[src/shared/flash_ctl_pkg.sv]
`default_nettype none
package flash_ctl_pkg;
  // wishbone register word offsets (byte addresses)
  localparam logic [3:0] REG_CTRL = 4'h0;
  localparam logic [3:0] REG_ADDR = 4'h4;
  localparam logic [3:0] REG_DATA = 4'h8;
  localparam logic [3:0] REG_STAT = 4'hC;
  // control fields
  localparam int CTRL_GO_POS = 0;
  localparam int CTRL_CMD_POS = 1;
  localparam int CTRL_STOP_POS = 3;
  localparam int CTRL_MASK_POS = 4;
  // status fields
  localparam int STAT_BUSY_POS = 0;
  localparam int STAT_DONE_POS = 2;
  localparam int STAT_FAIL_POS = 3;
  localparam int STAT_REJ_POS = 4;
  localparam logic [2:0] MASK_RESET = 3'h0;
  // flash data bits
  localparam int DATA_POLL_POS = 7;
  localparam int TOGGLE_POS = 6;
  localparam int TIMEOUT_POS = 5;
  localparam int ERASE_WIN_POS = 3;
  // command codes
  localparam logic [7:0] CODE_UNLOCK1 = 8'hAA;
  localparam logic [7:0] CODE_UNLOCK2 = 8'h55;
  localparam logic [7:0] CODE_SETUP = 8'h80;
  localparam logic [7:0] CODE_CHIP = 8'h10;
  localparam logic [7:0] CODE_SECTOR = 8'h30;
  localparam logic [7:0] CODE_PROGRAM = 8'hA0;
  localparam logic [7:0] CODE_RESET = 8'hF0;
  localparam logic [19:0] ADDR_UNLOCK1 = 20'h00555;
  localparam logic [19:0] ADDR_UNLOCK2 = 20'h002AA;
  // bus timing: 100 ns clock
  localparam int CLK_NS = 100;
  localparam int WRITE_PULSE_NS = 45;
  localparam int READ_ACCESS_NS = 90;
  localparam int WRITE_PULSE_CYC = (WRITE_PULSE_NS + CLK_NS - 1) / CLK_NS;
  localparam int READ_CYC = (READ_ACCESS_NS + CLK_NS - 1) / CLK_NS + 1;
  localparam logic [1:0] PULSE_CNT_RESET = 2'h0;
  typedef enum logic [1:0] {
    OP_CHIP, OP_SECTOR, OP_ADD_SECTOR, OP_PROGRAM
  } op_t;
endpackage : flash_ctl_pkg
`default_nettype wire

[src/rtl/flash_ctl.sv]
`default_nettype none
module flash_ctl
  import flash_ctl_pkg::*;
(
  input wire logic clk,
  input wire logic rst_b,
  input wire logic wb_cyc_i,
  input wire logic wb_stb_i,
  input wire logic wb_we_i,
  input wire logic [3:0] wb_adr_i,
  input wire logic [3:0] wb_sel_i,
  input wire logic [31:0] wb_dat_i,
  output logic [31:0] wb_dat_o,
  output logic wb_ack_o,
  output logic irq,
  output logic [19:0] flash_addr,
  output logic [7:0] flash_dq_o,
  output logic flash_dq_oe,
  input wire logic [7:0] flash_dq_i,
  output logic flash_ce_n,
  output logic flash_we_n,
  output logic flash_oe_n,
  output logic unprotect_en,
  input wire logic ready_busy_n
);
  import flash_ctl_pkg::*;

  typedef enum logic [3:0] {
    S_IDLE, S_WR_LOW, S_WR_HIGH, S_RD_LOW, S_RD_DONE, S_DECIDE
  } state_t;

  state_t state;
  logic [2:0] step;
  logic [2:0] last_step;
  op_t op;
  logic [19:0] target;
  logic [7:0] program_byte;
  logic [1:0] cnt;
  logic [7:0] prev_rd;
  logic [7:0] cur_rd;
  logic have_prev;
  logic recheck;
  logic use_toggle;
  logic win_before;
  logic pre_check;
  logic [2:0] status;
  logic [2:0] mask;
  logic ev_done;
  logic ev_fail;
  logic ev_rej;
  logic wb_hit;

  // address and data of each write in the sequence
  function automatic logic [27:0] seq_word(input logic [2:0] s,
      input op_t o, input logic [19:0] t, input logic [7:0] pd);
    unique case (s)
      3'h0: seq_word = {ADDR_UNLOCK1, CODE_UNLOCK1};
      3'h1: seq_word = {ADDR_UNLOCK2, CODE_UNLOCK2};
      3'h2: seq_word = (o == OP_PROGRAM) ? {ADDR_UNLOCK1, CODE_PROGRAM}
                                         : {ADDR_UNLOCK1, CODE_SETUP};
      3'h3: seq_word = (o == OP_PROGRAM) ? {t, pd}
                                         : {ADDR_UNLOCK1, CODE_UNLOCK1};
      3'h4: seq_word = {ADDR_UNLOCK2, CODE_UNLOCK2};
      3'h5: seq_word = (o == OP_CHIP) ? {ADDR_UNLOCK1, CODE_CHIP}
                                      : {t, CODE_SECTOR};
      3'h6: seq_word = {t, CODE_SECTOR};
      default: seq_word = {ADDR_UNLOCK1, CODE_RESET};
    endcase
  endfunction : seq_word

  function automatic logic in_range(input logic [1:0] c, input int n);
    in_range = (int'(c) + 1 >= n);
  endfunction : in_range

  logic [27:0] next_word;
  assign next_word = seq_word(step + 3'h1, op, target, program_byte);
  assign wb_hit = wb_cyc_i && wb_stb_i && !wb_ack_o;

  // wishbone slave: one wait, ack one cycle later
  always_ff @(posedge clk or negedge rst_b) begin
    if (!rst_b) begin
      wb_ack_o <= 1'b0;
      wb_dat_o <= 32'h00000000;
    end else begin
      wb_ack_o <= wb_hit;
      wb_dat_o <= 32'h00000000;
      if (wb_hit && !wb_we_i) begin
        unique case (wb_adr_i)
          REG_CTRL: wb_dat_o <= {24'h0, unprotect_en, mask, use_toggle, op,
                                 1'b0};
          REG_ADDR: wb_dat_o <= {12'h000, target};
          REG_DATA: wb_dat_o <= {16'h0000, cur_rd, program_byte};
          REG_STAT: wb_dat_o <= {27'h0, status, ready_busy_n,
                                 state != S_IDLE};
          default: wb_dat_o <= 32'h00000000;
        endcase
      end
    end
  end

  always_ff @(posedge clk or negedge rst_b) begin
    if (!rst_b) begin
      target <= 20'h00000;
      program_byte <= 8'h00;
      mask <= MASK_RESET;
      unprotect_en <= 1'b0;
    end else if (wb_hit && wb_we_i) begin
      if (wb_adr_i == REG_ADDR && wb_sel_i[0])
        target[7:0] <= wb_dat_i[7:0];
      if (wb_adr_i == REG_ADDR && wb_sel_i[1])
        target[15:8] <= wb_dat_i[15:8];
      if (wb_adr_i == REG_ADDR && wb_sel_i[2])
        target[19:16] <= wb_dat_i[19:16];
      if (wb_adr_i == REG_DATA && wb_sel_i[0])
        program_byte <= wb_dat_i[7:0];
      if (wb_adr_i == REG_CTRL && wb_sel_i[0]) begin
        mask <= wb_dat_i[CTRL_MASK_POS +: 3];
        unprotect_en <= wb_dat_i[7];
      end
    end
  end

  // status: set wins over write-one-to-clear
  always_ff @(posedge clk or negedge rst_b) begin
    if (!rst_b) begin
      status <= 3'h0;
      irq <= 1'b0;
    end else begin
      logic [2:0] clr;
      clr = 3'h0;
      if (wb_hit && wb_we_i && wb_adr_i == REG_STAT && wb_sel_i[0])
        clr = wb_dat_i[STAT_REJ_POS:STAT_DONE_POS];
      status <= (status & ~clr) | {ev_rej, ev_fail, ev_done};
      irq <= |(((status & ~clr) | {ev_rej, ev_fail, ev_done}) & mask);
    end
  end

  logic start;
  assign start = wb_hit && wb_we_i && wb_adr_i == REG_CTRL &&
                 wb_sel_i[0] && wb_dat_i[CTRL_GO_POS] && state == S_IDLE;

  // sequencer
  always_ff @(posedge clk or negedge rst_b) begin
    if (!rst_b) begin
      state <= S_IDLE;
      step <= 3'h0;
      last_step <= 3'h0;
      op <= OP_CHIP;
      cnt <= PULSE_CNT_RESET;
      prev_rd <= 8'h00;
      cur_rd <= 8'h00;
      have_prev <= 1'b0;
      recheck <= 1'b0;
      use_toggle <= 1'b0;
      win_before <= 1'b0;
      pre_check <= 1'b0;
      ev_done <= 1'b0;
      ev_fail <= 1'b0;
      ev_rej <= 1'b0;
      flash_addr <= 20'h00000;
      flash_dq_o <= 8'h00;
      flash_dq_oe <= 1'b0;
      flash_ce_n <= 1'b1;
      flash_we_n <= 1'b1;
      flash_oe_n <= 1'b1;
    end else begin
      ev_done <= 1'b0;
      ev_fail <= 1'b0;
      ev_rej <= 1'b0;
      unique case (state)
        S_IDLE: begin
          if (start) begin
            op <= op_t'(wb_dat_i[CTRL_CMD_POS +: 2]);
            use_toggle <= wb_dat_i[CTRL_STOP_POS];
            have_prev <= 1'b0;
            recheck <= 1'b0;
            cnt <= PULSE_CNT_RESET;
            unique case (op_t'(wb_dat_i[CTRL_CMD_POS +: 2]))
              OP_CHIP: begin
                step <= 3'h0;
                last_step <= 3'h5;
              end
              OP_SECTOR: begin
                step <= 3'h0;
                last_step <= 3'h5;
              end
              OP_PROGRAM: begin
                step <= 3'h0;
                last_step <= 3'h3;
              end
              OP_ADD_SECTOR: begin
                step <= 3'h6;
                last_step <= 3'h6;
              end
            endcase
            if (op_t'(wb_dat_i[CTRL_CMD_POS +: 2]) == OP_ADD_SECTOR) begin
              pre_check <= 1'b1;
              flash_addr <= target;
              flash_ce_n <= 1'b0;
              flash_oe_n <= 1'b0;
              state <= S_RD_LOW;
            end else begin
              pre_check <= 1'b0;
              flash_addr <= ADDR_UNLOCK1;
              flash_dq_o <= CODE_UNLOCK1;
              flash_dq_oe <= 1'b1;
              flash_ce_n <= 1'b0;
              flash_we_n <= 1'b0;
              state <= S_WR_LOW;
            end
          end
        end
        S_WR_LOW: begin
          cnt <= cnt + 2'h1;
          if (in_range(cnt, WRITE_PULSE_CYC)) begin
            flash_we_n <= 1'b1; // data latched on rising strobe
            flash_ce_n <= 1'b1;
            cnt <= PULSE_CNT_RESET;
            state <= S_WR_HIGH;
          end
        end
        S_WR_HIGH: begin
          flash_dq_oe <= 1'b0;
          if (step == last_step) begin
            // poll at program byte or inside the sector
            flash_addr <= target;
            flash_ce_n <= 1'b0;
            flash_oe_n <= 1'b0;
            state <= S_RD_LOW;
          end else begin
            step <= step + 3'h1;
            flash_addr <= next_word[27:8];
            flash_dq_o <= next_word[7:0];
            flash_dq_oe <= 1'b1;
            flash_ce_n <= 1'b0;
            flash_we_n <= 1'b0;
            state <= S_WR_LOW;
          end
        end
        S_RD_LOW: begin
          cnt <= cnt + 2'h1;
          if (in_range(cnt, READ_CYC)) begin
            cur_rd <= flash_dq_i;
            flash_oe_n <= 1'b1;
            flash_ce_n <= 1'b1;
            cnt <= PULSE_CNT_RESET;
            state <= S_DECIDE;
          end
        end
        S_DECIDE: begin
          logic busy;
          busy = 1'b0;
          prev_rd <= cur_rd;
          have_prev <= 1'b1;
          if (use_toggle)
            busy = !have_prev ||
                   (prev_rd[TOGGLE_POS] != cur_rd[TOGGLE_POS]);
          else if (op == OP_PROGRAM)
            busy = cur_rd[DATA_POLL_POS] !=
                   program_byte[DATA_POLL_POS];
          else
            busy = !cur_rd[DATA_POLL_POS];
          if (pre_check) begin
            win_before <= cur_rd[ERASE_WIN_POS];
            pre_check <= 1'b0;
            if (cur_rd[ERASE_WIN_POS]) begin
              ev_rej <= 1'b1; // window closed, skip the write
              state <= S_IDLE;
            end else begin
              flash_addr <= target;
              flash_dq_o <= CODE_SECTOR;
              flash_dq_oe <= 1'b1;
              flash_ce_n <= 1'b0;
              flash_we_n <= 1'b0;
              state <= S_WR_LOW;
            end
          end else if (op == OP_ADD_SECTOR) begin
            if (cur_rd[ERASE_WIN_POS])
              ev_rej <= 1'b1;
            else
              ev_done <= 1'b1;
            state <= S_IDLE;
          end else if (!busy && have_prev | !use_toggle) begin
            ev_done <= 1'b1;
            state <= S_IDLE;
          end else if (recheck) begin
            ev_fail <= 1'b1;
            flash_addr <= ADDR_UNLOCK1;
            step <= 3'h7;
            last_step <= 3'h7;
            op <= OP_CHIP;
            flash_dq_o <= CODE_RESET;
            flash_dq_oe <= 1'b1;
            flash_ce_n <= 1'b0;
            flash_we_n <= 1'b0;
            state <= S_WR_LOW;
          end else begin
            if (cur_rd[TIMEOUT_POS])
              recheck <= 1'b1;
            flash_ce_n <= 1'b0;
            flash_oe_n <= 1'b0;
            state <= S_RD_LOW;
          end
        end
        default: state <= S_IDLE;
      endcase
      if (state == S_WR_HIGH && step == 3'h7) begin
        flash_ce_n <= 1'b1;
        flash_oe_n <= 1'b1;
        state <= S_IDLE;
      end
    end
  end

  a_fail_needs_recheck: assert property (@(posedge clk) disable iff (!rst_b)
    ev_fail |-> $past(recheck))
    else $error("fail without timeout recheck");
  a_poll_at_target: assert property (@(posedge clk) disable iff (!rst_b)
    (state == S_RD_LOW && op != OP_CHIP) |-> flash_addr == target)
    else $error("poll address is not the target");
  a_no_read_write: assert property (@(posedge clk) disable iff (!rst_b)
    !(!flash_we_n && !flash_oe_n))
    else $error("write and read strobes together");
  a_write_strobe_len: assert property (@(posedge clk) disable iff (!rst_b)
    $fell(flash_we_n) |=> flash_we_n && flash_ce_n)
    else $error("write strobe width wrong");
  a_chip_last_cmd: assert property (@(posedge clk) disable iff (!rst_b)
    (state == S_WR_LOW && step == 3'h5 && op == OP_CHIP) |->
      flash_dq_o == CODE_CHIP && flash_addr == ADDR_UNLOCK1)
    else $error("chip erase sixth write wrong");
  a_sector_last_cmd: assert property (@(posedge clk) disable iff (!rst_b)
    (state == S_WR_LOW && step == 3'h5 && op == OP_SECTOR) |->
      flash_dq_o == CODE_SECTOR && flash_addr == target)
    else $error("sector erase sixth write wrong");
  a_add_needs_window: assert property (@(posedge clk) disable iff (!rst_b)
    (state == S_WR_LOW && op == OP_ADD_SECTOR) |-> !win_before)
    else $error("extra sector written after window closed");
  a_done_pulse: assert property (@(posedge clk) disable iff (!rst_b)
    ev_done |=> !ev_done && state == S_IDLE)
    else $error("done event not a single pulse");
endmodule : flash_ctl
`default_nettype wire

[config.mk]
export PLATFORM = sky130hd
export DESIGN_NAME = flash_ctl
export DESIGN_NICKNAME = d
export VERILOG_FILES = /design/src/shared/flash_ctl_pkg.sv /design/src/rtl/flash_ctl.sv
export SDC_FILE = /design/constraint.sdc
export NUM_CORES = 1
export LEC_CHECK = 0
export ABC_AREA = 0
export ABC_CLOCK_PERIOD_IN_PS = 3300
export BUFFER_PORTS_ARGS = -buffer_cell sky130_fd_sc_hd__buf_2
export CORE_ASPECT_RATIO = 1.4
export CORE_MARGIN = 2
export CORE_UTILIZATION = 55
export CTS_CLUSTER_DIAMETER = 100
export DETAILED_ROUTE_END_ITERATION = 8
export PLACE_DENSITY = 0.8
export SYNTH_ARGS = -nofsm -noshare
export SYNTH_HDL_FRONTEND = slang
export SYNTH_SLANG_ARGS = --single-unit
[constraint.sdc]
create_clock -name clk -period 3.3 [get_ports clk]
set_clock_uncertainty 0.2 [all_clocks]
set_input_delay 0.66 -clock clk [delete_from_list [all_inputs] [get_ports clk]]
set_output_delay 0.66 -clock clk [all_outputs]
set_load 0.02 [all_outputs]
==> results.md <==
* Number of distinct standard cells referenced by the synthesized netlist at 70
* Arrival time at the worst endpoint at between 3 and 4 ns
* Standard-cell rows at 43
* Number of failing hold endpoints at the final stage at 0
* Time the worst path needs with I/O delays and setup at roughly 3.1 ns
* Avg Inst Size Synth at 11.0 µm²
* Status: completed
* Peak clock frequency supported by timing at about 0.33 GHz
* Pin count of the biggest net entering global routing at a little over 50
* Leak at about 3.4 nW
* Number of fill cells at 714
* Initial antenna violation count at 0
* Final-stage net count at about 680
* Max-cap viol count at 0
* Fin crit share at 93.2%
* CP Capture Type: register
* Clock H-tree levels at 4
* Antenna diode count at 0
* Total number of clock tree sinks at about 120
* Total congestion overflow at 0
* Ratio of routed vias to standard cells at ~6
* Power density normalized to cell area at a little over 900 nW/µm²
* Largest stage delay on the critical path at approximately 0.46 ns
* Type of the worst setup path: reg2reg
* Via count of the first global-routing pass at about 4,600
* Clock root buffer: sky130_fd_sc_hd__clkbuf_16
* Fraction of final layout cells with drive strength greater than 1 at 32.6%
* Share of synthesized registers carrying an async set or reset at 100%
* Die extent in y at 124 µm
* Setup repair after global routing missed its margin: false
* Area of the die at around 11,000 µm²
* Final worst setup slack at ~0.22 ns
* IO buf count at 95
* Final routed DRC violation total at 0
* Cts bufs inserted at 17
* Post-synthesis cell count at slightly above 500
* Layout overhead on the synthesized area at 22.4%
* CTS Hold Buffers Added at 0
* Measured slew at the worst slew-check pin at about 0.75 ns
* Number of search-and-repair iterations in the first detailed-routing pass at 7
* Clock-pin slew reported for the worst setup and hold paths after clock tree synthesis at 0.06 ns
* Post-DP HPWL at between 9000 and 10,000 µm
* Detailed Route Iter0 Violations at between 200 and 300
* Final setup violation count at 0
* GRT Util Overall at approximately 27%
* Slew margin rel. at roughly half
* DP Worst Slack at approximately 0.34 ns
* Max-slew violation count at 0
* Required time worst endpoint at between 3 and 4 ns
* Final wirelength at roughly 14,000 µm
* Maximum VDD drop at around 0.51 mV
* Via count at 4,557
* Sequential share of the synthesized area at 52.6%
* Most common library cell in the layout ignoring fill and taps: sky130_fd_sc_hd__dfrtp_1
* Number of gates resized after cts at 0
* Average wire per cell in the routed design at 18.6 µm
* Top-Level Pins at 121
* Setup fix buffers added after clock tree synthesis at 0
* Number of warnings reported in the yosys synthesis log at 0
* Type of the tightest min-delay check: in2async
* Register bit count reported by yosys at approximately 120
* Core ar. at roughly 10000 µm²
* Overall die width at around 90 µm
* Max Buffers Root-to-Sink at 2
* CTS tree: built
* Leading cell types in the layout, fill and taps excluded: sky130_fd_sc_hd__dfrtp_1, sky130_fd_sc_hd__buf_2, sky130_fd_sc_hd__nand2_1
* Residual antenna-violating net count after detailed routing at 0
* Effective utilization at floorplan at 56.5%
* Post-synthesis instance area at about 5600 µm²
* Sum of negative setup slack at 0 ns
* Highest net fanout along the worst path at 9
* Worst skew pair latency at between 0.4 and 0.5 ns
* Crit-path cells: ha_1, ha_1, and2b_1, nor2b_1, a31oi_1, a31oi_1, and2_1, a22o_1
* Worst path slowest cell: sky130_fd_sc_hd__and2_1
* CP startpoint kind: register
* Number of enable-type register cells in the synthesized netlist at 0
* Most common flop cell mapped by yosys: sky130_fd_sc_hd__dfrtp_1
* Routability-driven placement congestion ratio at roughly 0.91
* Global-route wire length before repair at around 22,000 µm
[power by group]
| group | internal (mW) | switching, mW |
|---|---|---|
| logic | 0.855 | 1.36 |
| registers | 1.78 | 0.324 |
| clock network | 1.33 | 0.650 |
| total | 3.97 | 2.33 |
[sequential cells by signal, summed over array words and instances (netlist names), 2 cells and up]
register and cells:
cur_rd 8, last_step 3, flash_dq_o 8, wb_dat_o 20, status 3, flash_addr 20, program_byte 8, step 3
state 3, target 20, cnt 2, mask 3, op 2
[critical path: cells and delay by family (launching register included)]
kind | cells | cell delay [ns]
simple gates | 3 | 1.14
fa+ha+maj | 2 | 0.62
compound gates | 3 | 0.59
flops | 1 | 0.44
[cell usage after synthesis, drive strengths merged (4+ instances only)]
cell type	number	share of area [%]
dfrtp	115	51
nand2	49	3.3
mux2	43	8.7
a21oi	39	3.5
nor2	39	2.6
o21ai	25	2.4
buf	22	2.6
clkbuf	13	0.87
inv	13	0.87
a22oi	12	1.6
and2	12	1.3
a22o	11	1.7
ha	8	1.8
nor2b	7	0.78
nor3	6	0.91
a211oi	5	0.67
a21o	5	0.67
a222oi	5	0.89
a31oi	5	0.56
and3	5	0.56
nand2b	5	0.56
nor4	5	0.82
o22a	5	0.78
o31ai	4	0.53
[kinds of logic (layout without fill, tap and decap cells)]
family	count (synthesis)	count (layout)	synth area share, %
AO/OA/AOI/OAI	141	141	18.2
XOR/XNOR	4	4	0.623
adder cells (fa/ha/maj)	8	8	1.78
buffers and inverters	49	156	4.40
flip-flops	118	118	52.6
multiplexers	44	44	8.85
other	1	12	0.0667
AND/OR/NAND/NOR	145	145	13.5
[metal layers]
| layer | track usage, % | part of all wire, % |
|---|---|---|
| met3 | 6.23 | 6.8 |
| met1 | 31.7 | 38 |
| met5 | 0 | 0 |
| met2 | 47.0 | 52 |
| met4 | 12.1 | 3.4 |
[per-stage QoR]
stage	utilization [%]	power (mW)	hold slack, ns	cell area (µm²)	std cells
2_1_floorplan	-	3.66	0.164	5670	521
3_3_place_gp	62.8	4.23	0.261	6250	731
4_1_cts	69.2	6.31	0.0773	6890	763
3_5_place_dp	62.8	4.29	0.257	6250	731
6_report	69.2	6.30	0.0631	6890	763
5_1_grt	69.2	6.65	0.114	6890	763
[final timing paths]
check                                       startpoint                    endpoint  slack [ns]  depth (start not counted)
worst min register to register  flash_ce_n$_DFFE_PN1P_      flash_ce_n$_DFFE_PN1P_        0.27                          2
worst max register to register     step[0]$_DFFE_PN0P_  flash_addr[14]$_DFFE_PN0P_        0.22                          8
worst max-delay path               step[0]$_DFFE_PN0P_  flash_addr[14]$_DFFE_PN0P_        0.22                          8
max in group asynchronous                        rst_b      flash_we_n$_DFFE_PN1P_        2.02                          2
min in group clk                flash_ce_n$_DFFE_PN1P_      flash_ce_n$_DFFE_PN1P_        0.27                          2
worst min-delay path                             rst_b       wb_dat_o[3]$_DFF_PN0_        0.06                          1
[layout make-up]
cell class	instances	area, µm²	share of cell area, %
Sequential cell	118	2960	42.9
Multi-Input combinational cell	354	2470	35.8
Timing Repair Buffer	110	603	8.76
Clock buffer	18	429	6.23
Clock inverter	14	208	3.02
Tap cell	135	169	2.45
Inverter	14	52.6	0.763
(Power assumes the default switching activity.)
